[src/lvd_consts.svh]
// constants of the low-voltage detector control block
`ifndef LVD_CONSTS_SVH
`define LVD_CONSTS_SVH
`define LVD_ADDR_CTRL 16'hFFBE
`define LVD_ADDR_LEVEL 16'hFFBF
`define LVD_ADDR_IRQ 16'hFFC0
`define LVD_CTRL_RST 8'h00
`define LVD_LEVEL_RST 3'h0
`define LVD_BIT_CMPEN 7
`define LVD_BIT_REFEN 4
`define LVD_BIT_ACT 1
`define LVD_BIT_FLAG 0
`define LVD_BIT_IRQREQ 0
`define LVD_BIT_IRQMSK 1
`define LVD_FULL_MASK 8'hFF
`define LVD_POC_HIGH_FIRST 3'h4
`define LVD_MV_0 13'h10CC
`define LVD_MV_1 13'h1004
`define LVD_MV_2 13'h0F3C
`define LVD_MV_3 13'h0E74
`define LVD_MV_4 13'h0DAC
`define LVD_MV_5 13'h0CE4
`define LVD_MV_6 13'h0C1C
`define LVD_MV_7 13'h0B22
`endif

[src/lvd_pkg.sv]
// types shared by the low-voltage detector control block
package lvd_pkg;
  // one register-port request, all strobes and fields together
  typedef struct packed {
    logic [15:0] addr;
    logic [7:0] wdata;
    logic [7:0] wmask;
    logic wr;
    logic rd;
  } lvd_bus_t;
  // software-owned control bits that survive the detector's own reset
  typedef struct packed {
    logic cmpEn;
    logic refEn;
    logic actSel;
  } lvd_ctrl_t;
endpackage
[src/lvd_control.sv]
// low-voltage detector control: registers, flag, interrupt and reset
`include "lvd_consts.svh"
module lvd_control
  import lvd_pkg::*;
#(
  parameter bit POC_PRESENT = 1'b0, // build option: power_on_clear fitted
  parameter bit POC_HIGH = 1'b0     // build option: high POWER_ON_CLEAR threshold
) (
  input wire logic clk,
  input wire logic rstn,
  input wire logic otherRstReq,
  input wire lvd_bus_t busIn,
  output logic [7:0] rdata,
  input wire logic cmpOutAsync,
  output logic cmpEnable,
  output logic refEnable,
  output logic [2:0] levelCode,
  output logic [12:0] thresholdMv,
  output logic undervoltageIrq,
  output logic irqToCpu,
  output logic lvdResetReq,
  output logic resetCauseSet
);

  // ----------------------------------------------------------------
  // helpers
  // ----------------------------------------------------------------

  // merge a masked write into an old value
  function automatic logic [7:0] mergeBits(input logic [7:0] old,
                                           input logic [7:0] val,
                                           input logic [7:0] msk);
    mergeBits = (old & ~msk) | (val & msk);
  endfunction

  // threshold in millivolts for a level code
  function automatic logic [12:0] levelMv(input logic [2:0] code);
    case (code)
      3'h0: levelMv = `LVD_MV_0;
      3'h1: levelMv = `LVD_MV_1;
      3'h2: levelMv = `LVD_MV_2;
      3'h3: levelMv = `LVD_MV_3;
      3'h4: levelMv = `LVD_MV_4;
      3'h5: levelMv = `LVD_MV_5;
      3'h6: levelMv = `LVD_MV_6;
      3'h7: levelMv = `LVD_MV_7;
      default: levelMv = `LVD_MV_0;
    endcase
  endfunction

  // ----------------------------------------------------------------
  // state
  // ----------------------------------------------------------------

  lvd_ctrl_t ctrl_q; // software control bits
  lvd_ctrl_t ctrl_d;
  logic [2:0] level_q; // level_code
  logic [2:0] level_d;
  logic irqMask_q; // undervoltage_irq_mask
  logic irqReq_q; // undervoltage_irq_request
  logic irqReq_d;
  logic sync1_q; // first synchroniser stage, read by sync2 only
  logic sync2_q;
  logic sync3_q;
  logic lowSeen_q; // filtered comparator: supply below threshold
  logic irq_q; // undervoltage_irq level
  logic rstReq_q; // internal reset request
  logic cause_q; // one-cycle reset cause pulse
  logic [7:0] rdata_q; // read data, valid the cycle after rd

  // ----------------------------------------------------------------
  // decode
  // ----------------------------------------------------------------

  wire ctrlHit = busIn.addr == `LVD_ADDR_CTRL;
  wire levelHit = busIn.addr == `LVD_ADDR_LEVEL;
  wire irqHit = busIn.addr == `LVD_ADDR_IRQ;
  wire ctrlWr = busIn.wr && ctrlHit;
  // partial writes to the level register are dropped
  wire levelWr = busIn.wr && levelHit &&
                 busIn.wmask == `LVD_FULL_MASK;
  wire irqWr = busIn.wr && irqHit;

  // control register as software sees it (flag appended below)
  wire [7:0] ctrlOld = {ctrl_q.cmpEn, 2'h0, ctrl_q.refEn, 2'h0,
                        ctrl_q.actSel, 1'b0};
  // bit or byte write, both honoured on the control register
  wire [7:0] ctrlNew = mergeBits(ctrlOld, busIn.wdata,
                                 busIn.wmask);

  // the high POWER_ON_CLEAR threshold makes codes 4..7 meaningless
  wire pocOverride = POC_HIGH &&
                     level_q >= `LVD_POC_HIGH_FIRST;

  // flag is forced low whenever the comparator is off
  wire flag = ctrl_q.cmpEn && lowSeen_q;
  // effects: no gating by stop mode, the detector keeps watch there
  wire effFlag = flag && !pocOverride;
  wire irqNext = effFlag && !ctrl_q.actSel;
  // only an actual undervoltage makes a reset, never the mode write
  wire rstNext = effFlag && ctrl_q.actSel;

  wire [7:0] ctrlRead = {ctrlOld[7:1], flag};
  wire [7:0] levelRead = {5'h00, level_q};
  wire [7:0] irqRead = {6'h00, irqMask_q, irqReq_q};
  wire [7:0] rdSel = ctrlHit ? ctrlRead :
                     levelHit ? levelRead :
                     irqHit ? irqRead : 8'h00;

  // ----------------------------------------------------------------
  // next values
  // ----------------------------------------------------------------

  // control bits: a foreign reset clears, own reset leaves them alone
  always_comb begin
    ctrl_d = ctrl_q;
    if (otherRstReq) begin
      ctrl_d = '0;
    end else if (ctrlWr) begin
      ctrl_d.cmpEn = ctrlNew[`LVD_BIT_CMPEN];
      ctrl_d.refEn = ctrlNew[`LVD_BIT_REFEN];
      ctrl_d.actSel = ctrlNew[`LVD_BIT_ACT];
    end
  end

  // level code: full-byte writes only, high bits discarded
  always_comb begin
    level_d = level_q;
    if (otherRstReq) begin
      level_d = `LVD_LEVEL_RST;
    end else if (levelWr) begin
      level_d = busIn.wdata[2:0];
    end
  end

  // request flag: a new interrupt edge wins over a software clear
  always_comb begin
    irqReq_d = irqReq_q;
    if (irqWr && busIn.wmask[`LVD_BIT_IRQREQ]) begin
      irqReq_d = busIn.wdata[`LVD_BIT_IRQREQ];
    end
    if (irqNext && !irq_q) begin
      irqReq_d = 1'b1;
    end
  end

  // ----------------------------------------------------------------
  // registers
  // ----------------------------------------------------------------

  // software-visible registers, cleared by the reset pin
  always_ff @(posedge clk) begin
    if (!rstn) begin
      ctrl_q <= '0;
      level_q <= `LVD_LEVEL_RST;
      irqReq_q <= 1'b0;
    end else begin
      ctrl_q <= ctrl_d;
      level_q <= level_d;
      irqReq_q <= irqReq_d;
    end
  end

  // the mask starts set so the detector cannot interrupt too early
  always_ff @(posedge clk) begin
    if (!rstn) begin
      irqMask_q <= 1'b1;
    end else if (irqWr && busIn.wmask[`LVD_BIT_IRQMSK]) begin
      irqMask_q <= busIn.wdata[`LVD_BIT_IRQMSK];
    end
  end

  // comparator is analog and asynchronous: three stages, change
  // accepted only when the last two agree, which also drops glitches
  always_ff @(posedge clk) begin
    if (!rstn) begin
      sync1_q <= 1'b0;
      sync2_q <= 1'b0;
      sync3_q <= 1'b0;
      lowSeen_q <= 1'b0;
    end else begin
      sync1_q <= cmpOutAsync;
      sync2_q <= sync1_q;
      sync3_q <= sync2_q;
      if (sync2_q == sync3_q) begin
        lowSeen_q <= sync3_q;
      end
    end
  end

  // interrupt and reset request levels, and the cause pulse
  always_ff @(posedge clk) begin
    if (!rstn) begin
      irq_q <= 1'b0;
      rstReq_q <= 1'b0;
      cause_q <= 1'b0;
    end else begin
      irq_q <= irqNext;
      rstReq_q <= rstNext;
      cause_q <= rstNext && !rstReq_q;
    end
  end

  // read data, one cycle after the strobe; unmapped reads give zero
  always_ff @(posedge clk) begin
    if (!rstn) begin
      rdata_q <= 8'h00;
    end else if (busIn.rd) begin
      rdata_q <= rdSel;
    end
  end

  // ----------------------------------------------------------------
  // outputs
  // ----------------------------------------------------------------

  assign rdata = rdata_q;
  assign cmpEnable = ctrl_q.cmpEn;
  // with POWER_ON_CLEAR fitted the reference never stops, so the bit is moot
  assign refEnable = POC_PRESENT ? 1'b1 : ctrl_q.refEn;
  assign levelCode = level_q;
  assign thresholdMv = levelMv(level_q);
  assign undervoltageIrq = irq_q;
  // nothing holds the irq back after enabling but the mask
  assign irqToCpu = irqReq_q && !irqMask_q;
  assign lvdResetReq = rstReq_q;
  assign resetCauseSet = cause_q;
endmodule // lvd_control

[config.mk]
export PLATFORM = sky130hd
export DESIGN_NAME = lvd_control
export DESIGN_NICKNAME = d
export VERILOG_FILES = /design/src/lvd_pkg.sv /design/src/lvd_control.sv
export VERILOG_INCLUDE_DIRS = /design/src
export SDC_FILE = /design/constraint.sdc
export NUM_CORES = 1
export LEC_CHECK = 0
export BUFFER_PORTS_ARGS = -buffer_cell sky130_fd_sc_hd__clkbuf_2
export CORE_MARGIN = 8
export CORE_UTILIZATION = 46
export CTS_CLUSTER_DIAMETER = 80
export DETAILED_ROUTE_END_ITERATION = 12
export PLACE_DENSITY = 0.85
export REMOVE_ABC_BUFFERS = 1
export SYNTH_ARGS = -nofsm -noshare
export SYNTH_HDL_FRONTEND = slang
export SYNTH_SLANG_ARGS = --single-unit
[constraint.sdc]
create_clock -name clk -period 2.94 [get_ports clk]
set_input_delay 0.588 -clock clk [delete_from_list [all_inputs] [get_ports clk]]
set_output_delay 0.588 -clock clk [all_outputs]
set_load 0.03 [all_outputs]
* Word level (Yosys, flattened, before mapping)
Memory sizes are Yosys's and may differ from the RTL's. A register that Yosys moved wholly into a read port is not among the register bits.
Cells that the tools add are included.
** Cells by class
- Muxes and demuxes :: 7
- Reduce and logical (&&, ||, !) cells :: 18
- Bitwise operators :: 5
- Equality and inequality tests :: 5
** Operator list (number)
- equality test 16 bit, second input constant :: 3
- bitwise AND 8 bit :: 2
- logical AND 1 bit :: 12
- 2-to-1 mux 3 bit :: 3
- equality test 8 bit, second input constant :: 1
- 2-to-1 mux 8 bit :: 1
- NOT 8 bit :: 1
- bitwise OR 8 bit :: 1
- zero test 1 bit :: 4
- 2-to-1 mux 1 bit :: 2
- 2-to-1 mux 2 bit :: 1
- nonzero test 2 bit :: 1
- OR reduction 2 bit :: 1
- equality test 1 bit :: 1
- NOT 1 bit :: 1
** Storage, ports and cells
- Register bits after elaboration :: 23
- Word-level logic and storage cells :: 50
- Bits in read-only memories :: 96
- Bits of input ports :: 38
- Memories :: 1
- Output and inout port bits :: 30
** Memories
- (name not given) :: words 8, bits a word 12, rd ports 1, clocked after memory_dff 1, wr ports 0, RTL line lvd_control.sv:38 : case (code)

* Logic depth before layout (Yosys ltp)
Gate-level depths: netlist (run 1).
- Word-level depth :: 5
- Depth in mapped cells :: 8
- Depth with buffers taken out :: 8

* Worst setup path after synthesis (run 1)
OpenSTA, ideal clock, no wires.
- Kind :: input-to-reg
- Start point :: in busIn[32] in the netlist's numbering
- End point :: reg, netlist name thresholdMv[6]
- Library setup time :: 0.121 ns
- Data required time :: 2.819 ns
- Arrival :: 2.153 ns
- Stages on the path :: 7
- Path buffers :: 0
- Path slack :: 0.666 ns
- Cells stage by stage :: nand4_2 -> nor4_4 -> nand2_4 -> mux2i_1 -> nor2_1 -> ha_1 -> mux2_4
** On the way
- Cells in the longest elaborated chain, start to end :: 5
** RTL lines
- start: declaration :: RTL line lvd_control.sv:12 : input wire lvd_bus_t busIn,
- equality test 16 bit (no source line)
- logical AND 1 bit :: RTL line lvd_control.sv:80 : wire levelWr = busIn.wr && levelHit &&
- logical AND 1 bit (no source line)
- 2-to-1 mux 3 bit (no source line) (2 in series)
Every way passes these cells.
A chain may end at the register's enable or synchronous reset.

* Final worst setup path (run 1)
- Start point :: in busIn[33] in the netlist's numbering
- End point :: reg, netlist name thresholdMv[6]
** On the way
- Cells in the longest elaborated chain, start to end :: 5
** RTL lines (RTL line)
- equality test 16 bit (no source line)
- logical AND 1 bit :: lvd_control.sv:80
- logical AND 1 bit (no source line)
- 2-to-1 mux 3 bit (no source line) (2 in series)
Every way passes these cells.

==> metrics list, run 1 <==
- At the end of routability-driven placement, the weighted congestion stood at 0.769.
- Once detailed placement completed, the half-perimeter wirelength came to 2820 um.
- A synthesized cell averages 9.84 um^2.
- The finished cells cover 1840 um^2.
- Number of H-tree levels: 2
* Number of instances resized during post-cts repair: 0
- In the routed design, unresolved DRC markers number 0.
- Count of cell types in the netlist: 44
- Sorting the synthesized cells by area gives the leading types as sky130_fd_sc_hd__dfxtp_1 (44%), sky130_fd_sc_hd__ha_1 (5.2%), sky130_fd_sc_hd__nand2_1 (4.1%).
* Number of antenna violations at the first check in global routing: 0
* Outcome: finished, final reports clean
* Dominant delay contributor by cell family on the critical path: simple AND/OR/NAND/NOR gates
- Top-area cell type share of the netlist area: 44.0%
* # hold bufs at CTS: 0
- Clock edge transition at the registers on the reported setup and hold paths: 100 ps
- Pin count of the biggest net entering global routing: 15
* Critical path cell sequence: clkbuf_2, nand4_2, nor4_4, nand2_4, mux2i_1, nor2_1, ha_1, mux2_4
* First DRT Iteration DRCs: 45
* First-pass iteration count of the detailed router: 4
- Between clock sinks in the finished design, the worst skew comes to 5.94 ps.
* Max-cap check violation count: 0
- Slowest cell delay on critical path: 430 ps
* Clock tree from TritonCTS: built
- In this run, CTS created clock tree buffers numbering 5.
- Starting density of the core: 48.1%
- Via-to-Cell Ratio: 4.88
* Number of flip-flops under the largest register name: 12
* Die height: 72.3 um
- Leading register cell type out of synthesis: sky130_fd_sc_hd__dfxtp_1
- Min-delay worst type: register to register
* Die Wd: 72.3 um
- Yosys warnings: 0
- In the final timing run, aggregate negative setup slack is 0 ps.
- In this run the power density over the cells is 412 nW/um^2.
* Min Hold Slack: 427 ps
* Slack of the critical path: 740 ps
- Number of failing hold endpoints at the final stage: 0
* Synth-to-Final Area Change: 26.3%
* Maximum resistive drop on vdd: 203 uV
- The worst setup path is captured at a register.
- In this run the remaining antenna-violating nets after routing total 0.
- The longest clock path from root to sink contains 2 buffers.
- Among all stages on the critical path, the largest delay is contributed by sky130_fd_sc_hd__nor4_4.
- The routed layout has 1248 vias.
* First-pass GRT wire length: 5470 um
- # setup viols final: 0
* Final-stage net count: 255
- The placed instances occupy a cell area of 1780 um^2.
* Final cycle utilization of the critical path: 74.8%
- Post-Synthesis Cells: 148
- Total buffers and inverters traversed by the critical path: 1
* Max-slew violations: 0
* Netlist Area Pre-Place: 1460 um^2
- At the later pin of the worst-skew pair, clock insertion delay measures 320 ps.
- Clock root cell: sky130_fd_sc_hd__clkbuf_4
* Share of flip-flops with an asynchronous set or reset: 0%
- Area of the core: 3030 um^2
- Cells with a size suffix above 1 make up 39.6% of the layout.
- Across every metal layer, demand over resource in global routing totals 13.3%.
- The largest total area in the synthesized netlist belongs to sky130_fd_sc_hd__dfxtp_1.
- Count of non-filler cells in the finished layout: 256
- Clock period minus worst slack: 2200 ps
- Worst Path Max Fanout: 6
- The routed design has 3420 um of wire.
* Count of antenna diodes in the layout: 0
- Setup repair after global routing left no endpoint under its margin.
- At the worst endpoint, the required time is 3160 ps.
- The filler cells instantiated in the layout total 287.
- Timing analysis after detailed placement gives a worst setup slack of 406 ps.
- Boundary Pins: 68
- In the final routed layout, each cell accounts on average for 13.4 um.
- The via count of the first global-routing pass was 1235.
* Cell count after placement: 248
* Power after layout: 0.757 mW
- Post-CTS timing repair inserted 0 buffers for setup.
* Number of I/O port buffers: 60
* Total die area: 5220 um^2
* Post-synthesis sequential area ratio: 44.0%
- STA classifies the critical path startpoint as an input pin.
- Worst setup path category: input pin to register
- In this run the static leakage power is 0.860 nW.
- Fmax achieved: 454 MHz
* Final core utilization: 60.7%
- At the worst endpoint, the arrival time is 2420 ps.
- TritonCTS Sinks: 32
- Num rows: 20
- Number of synthesized flops with an enable pin: 0
- After synthesis the netlist holds a flip-flop and latch count of 32.
- Total gr overflow: 0
==> cell usage in the layout (no fill, tap or decap), drive strengths merged, types with 5 or more instances in the layout <==
cell type   n
nor3        6
o21ai       5
nand4       6
nand2      17
inv         6
nand2b      5
clkbuf     66
ha          6
mux2i       6
nand3       5
nor2       11
dfxtp      32
==> final cells by class <==
type | instances | area (um^2) | share of cell area, %
Clock buffer | 6 | 51.3 | 2.79
Tap cell | 44 | 55.1 | 2.99
Clock inverter | 2 | 10.0 | 0.544
Timing Repair Buffer | 61 | 308 | 16.7
Multi-Input combinational cell | 105 | 752 | 40.9
Inverter | 6 | 22.5 | 1.22
Sequential cell | 32 | 641 | 34.8
==> worst paths after layout <==
kind	from	to	slack, ps	cells after the start
min	lvdResetReq	resetCauseSet	430	1
max reg2reg	levelCode[1]	thresholdMv[6]	1460	4
max	busIn[33]	thresholdMv[6]	740	8
min reg2reg	lvdResetReq	resetCauseSet	430	1
==> synthesized netlist by cell type (2+ instances only) <==
master                     number
sky130_fd_sc_hd__nor3_2         2
sky130_fd_sc_hd__ha_1           6
sky130_fd_sc_hd__nand4_1        5
sky130_fd_sc_hd__or2_2          2
sky130_fd_sc_hd__buf_4          4
sky130_fd_sc_hd__nor3_1         4
sky130_fd_sc_hd__o21ai_0        5
sky130_fd_sc_hd__and2_1         4
sky130_fd_sc_hd__inv_1          6
sky130_fd_sc_hd__nand2b_1       5
sky130_fd_sc_hd__a21oi_1        4
sky130_fd_sc_hd__clkbuf_1       2
sky130_fd_sc_hd__nor2b_1        2
sky130_fd_sc_hd__mux2i_1        5
sky130_fd_sc_hd__nand2_1       16
sky130_fd_sc_hd__a21boi_0       4
sky130_fd_sc_hd__dfxtp_1       32
sky130_fd_sc_hd__nand3_1        5
sky130_fd_sc_hd__nor2_1         9
sky130_fd_sc_hd__mux2_4         2
==> logic make-up (layout without fill, tap and decap cells) <==
kind of cell,after synthesis,in the layout,share of synthesized area (%)
adder cells (fa/ha/maj),6,6,5.15
buffers and inverters,14,75,5.15
multiplexers,10,10,8.59
flip-flops,32,32,44.0
other,1,4,0.257
AND/OR/NAND/NOR,65,65,27.0
AO/OA/AOI/OAI,20,20,9.88
==> report_power, final <==
group | switching, mW | internal (mW)
clock network | 0.142 | 0.114
registers | 0.00123 | 0.436
logic | 0.0380 | 0.0267
total | 0.181 | 0.576
==> routing by layer <==
| metal | vias up | share of wire, % | global-route usage, % | wire (um) |
|---|---|---|---|---|
| met3 | 6 | 9.0 | 5.92 | 309 |
| met2 | 43 | 48 | 23.7 | 1660 |
| met5 | - | 0 | 0 | 0 |
| met1 | 567 | 40 | 12.9 | 1380 |
| met4 | 0 | 2.1 | 6.12 | 72 |
| li1 | 632 | - | - | - |
(Power assumes the default switching activity.)
==> run 2, diff against run 1 <==
==> constraint.sdc (replaced) <==
create_clock -name clk -period 2.3 [get_ports clk]
set_input_delay 0.46 -clock clk [delete_from_list [all_inputs] [get_ports clk]]
set_output_delay 0.46 -clock clk [all_outputs]
set_load 0.03 [all_outputs]
==> metrics list, run 2 (same netlist as run 1, synthesis figures left out) <==
- RePlAce Congestion: 0.780 (+1.5%)
- Worst hold endpoint: sync1_q
- The effective utilization at floorplan is 48.1% (unchanged).
* # hold bufs at CTS: 0 (unchanged)
- The total number of nets in the final design was 261 (+2.4%).
- After global routing, the most crowded layer is met2.
- Of the available clock period, the critical path in the final layout requires 84.9%.
- The area enclosed by the die boundary was 5220 um^2 (unchanged).
- The initial detailed-routing violation count came to 73 (+62%).
* Slack of the critical path: 346 ps (-393 ps)
- Leaving out fill and tap cells, the most frequent cell in the layout is sky130_fd_sc_hd__clkbuf_2.
- Setup repair after global routing left no endpoint under its margin.
- Number of I/O port buffers: 60 (unchanged)
- Fmax achieved: 512 MHz
- The post-CTS setup repair buffer count was 0 (unchanged).
- The worst clock skew is 4.96 ps (-0.984 ps).
- Routed wire per std cell: 13.9 um (+4.0%)
- Global routing usage summed across all routing layers: 14.0% (+0.63 points)
* Post-route antenna net violation count: 0 (unchanged)
- Register-to-Register Setup Slack: 770 ps (-690 ps)
- The max-cap violation count is 0 (unchanged).
- The maximum resistive drop on vdd is 321 uV (+58%).
- Pin count of the biggest net entering global routing: 13 (-2)
- Met1 GRT Util: 13.6% (+0.66 points)
* Required time of the critical path: 2540 ps (-620 ps)
- Insertion delay of the later-clocked pin in the worst-skew pair: 340 ps (+20 ps)
* Leak: 0.888 nW (+3.2%)
* Boundary Pins: 68 (unchanged)
- In the layout the commonest cells are sky130_fd_sc_hd__clkbuf_2 (60), sky130_fd_sc_hd__dfxtp_1 (32), sky130_fd_sc_hd__nand2_1 (16).
- Number of antenna violations at the first check in global routing: 0 (unchanged)
* Total power per unit cell area: 530 nW/um^2 (+29%)
* Outcome: finished, final reports clean
* Met3 global-route usage: 5.65% (-0.28 points)
- Die Wd: 72.3 um (unchanged)
- R2r worst-path depth: 4 (unchanged)
* Clock period minus worst slack: 1950 ps
- The clock transition at the register clock pins on the worst setup and hold paths after CTS is 90 ps (about the same).
- TritonCTS built the clock tree.
* Number of instances resized during post-cts repair: 0 (unchanged)
* Vias after detailed routing: 1302 (+4.3%)
- The number of standard-cell rows in the floorplan was 20 (unchanged).
* Total gr overflow: 0 (unchanged)
- The final hold violation count was 0 (unchanged).
* Max-slew violations: 0 (unchanged)
- The cell depth of the worst min-delay path is 2 (+1).
- STA classifies the critical path endpoint as a register.
- The worst hold path belongs to the class input pin to register.
- Die height: 72.3 um (unchanged)
- TritonCTS Sinks: 32 (unchanged)
* First-pass GRT wire length: 5710 um (+4.4%)
- Maximum buffer depth of the clock tree: 2 (unchanged)
- The data arrival time of the critical path is 2190 ps (-230 ps).
* Hpwl dp: 3000 um (+6.4%)
- Aggregate routed wire length: 3630 um (+6.1%)
- Count of antenna diodes in the layout: 0 (unchanged)
- The ratio of cells with drive above 1 in the final layout came to 41.0% (+1.4 points).
* Area of the core: 3030 um^2 (unchanged)
* Via-to-Cell Ratio: 4.99 (+2.3%)
* Synth-to-Final Area Change: 29.6%
- Worst setup path category: input pin to register
- The finished layout cell area was 1890 um^2 (+2.7%).
- Clock buffer count from CTS: 5 (unchanged)
- The number of setup violations in the final report was 0 (unchanged).
* CP Launch Type: input pin
- Number of flip-flops under the largest register name: 12 (unchanged)
- The via count of the first global-routing pass is 1277 (+3.4%).
- Residual DRC count: 0 (unchanged)
* Reg2Reg Capture Point: thresholdMv[6]
* Worst Path Max Fanout: 4 (-2)
- The H-tree depth reported by CTS came to 2 (unchanged).
- GR Layer Usage met2: 24.1% (+0.40 points)
* Worst min-delay path startpoint: cmpOutAsync
- The total placed instance area was 1820 um^2 (+2.5%).
- First-pass iteration count of the detailed router: 4 (unchanged)
* Worst slack, placed: -18.7 ps (-424 ps)
- Filler Cell Count: 269 (-6.3%)
* FF-to-FF Start: levelCode[1]
* Clock root cell: sky130_fd_sc_hd__clkbuf_4
-- run 2: cell types whose count changed in the layout (fill, tap and decap cells not counted), sizes merged --
cell | before | now
clkbuf | 66 | 67
buf | 1 | 7
clkinv | 2 | 0
-- run 2: critical path, cell delays in order --
cell and delay (ps):
sky130_fd_sc_hd__clkbuf_2 90, sky130_fd_sc_hd__nand4_2 140, sky130_fd_sc_hd__nor4_4 370, sky130_fd_sc_hd__nand2_4 100, sky130_fd_sc_hd__mux2i_1 170, sky130_fd_sc_hd__nor2_1 290, sky130_fd_sc_hd__ha_1 310, sky130_fd_sc_hd__mux2_4 270
-- run 2: layer usage --
layer	part of all wire, %	vias up
li1	-	646
met1	38	595
met2	49	51
met3	9.9	10
met4	2.6	0
met5	0	-
-- run 2: power breakdown --
group | total [mW] | internal (mW) | switching (mW)
clock | 0.358 | 0.173 | 0.185
combinational | 0.0840 | 0.0352 | 0.0488
sequential | 0.559 | 0.557 | 0.00157
-- run 2: stage by stage --
stage / std cells / util [%] / hold WS (ps) / setup TNS, ps / power [mW]
6_report: 261 / 62.4 / 324 / 0 / 1.00
2_1_floorplan: 143 / - / 412 / 0 / 0.605
5_1_grt: 261 / 62.4 / 317 / 0 / 1.03
3_5_place_dp: 254 / 60.2 / 412 / -28.1 / 0.655
3_3_place_gp: 254 / 60.2 / 408 / 0 / 0.654
4_1_cts: 261 / 62.4 / 325 / 0 / 1.01
-- run 2: worst max-delay path by stage --
stage,endpoint,from,slack (ps),cells after the start
floorplan,thresholdMv[6],busIn[32],150,7
global placement,thresholdMv[6],busIn[32],60,8
detailed placement,thresholdMv[6],busIn[32],-20,8
CTS,thresholdMv[6],busIn[32],340,8
global route,thresholdMv[6],busIn[32],240,8
finish,thresholdMv[6],busIn[32],350,8
-- run 2: area by class of cell --
class                      instances  area (um^2)  area share (%)
clock buffer                       7         65.1            3.45
inverter                           6         22.5            1.19
multi-input combinational        105          752            39.8
sequential                        32          641            33.9
tap                               44         55.1            2.92
timing repair buffer              67          353            18.7
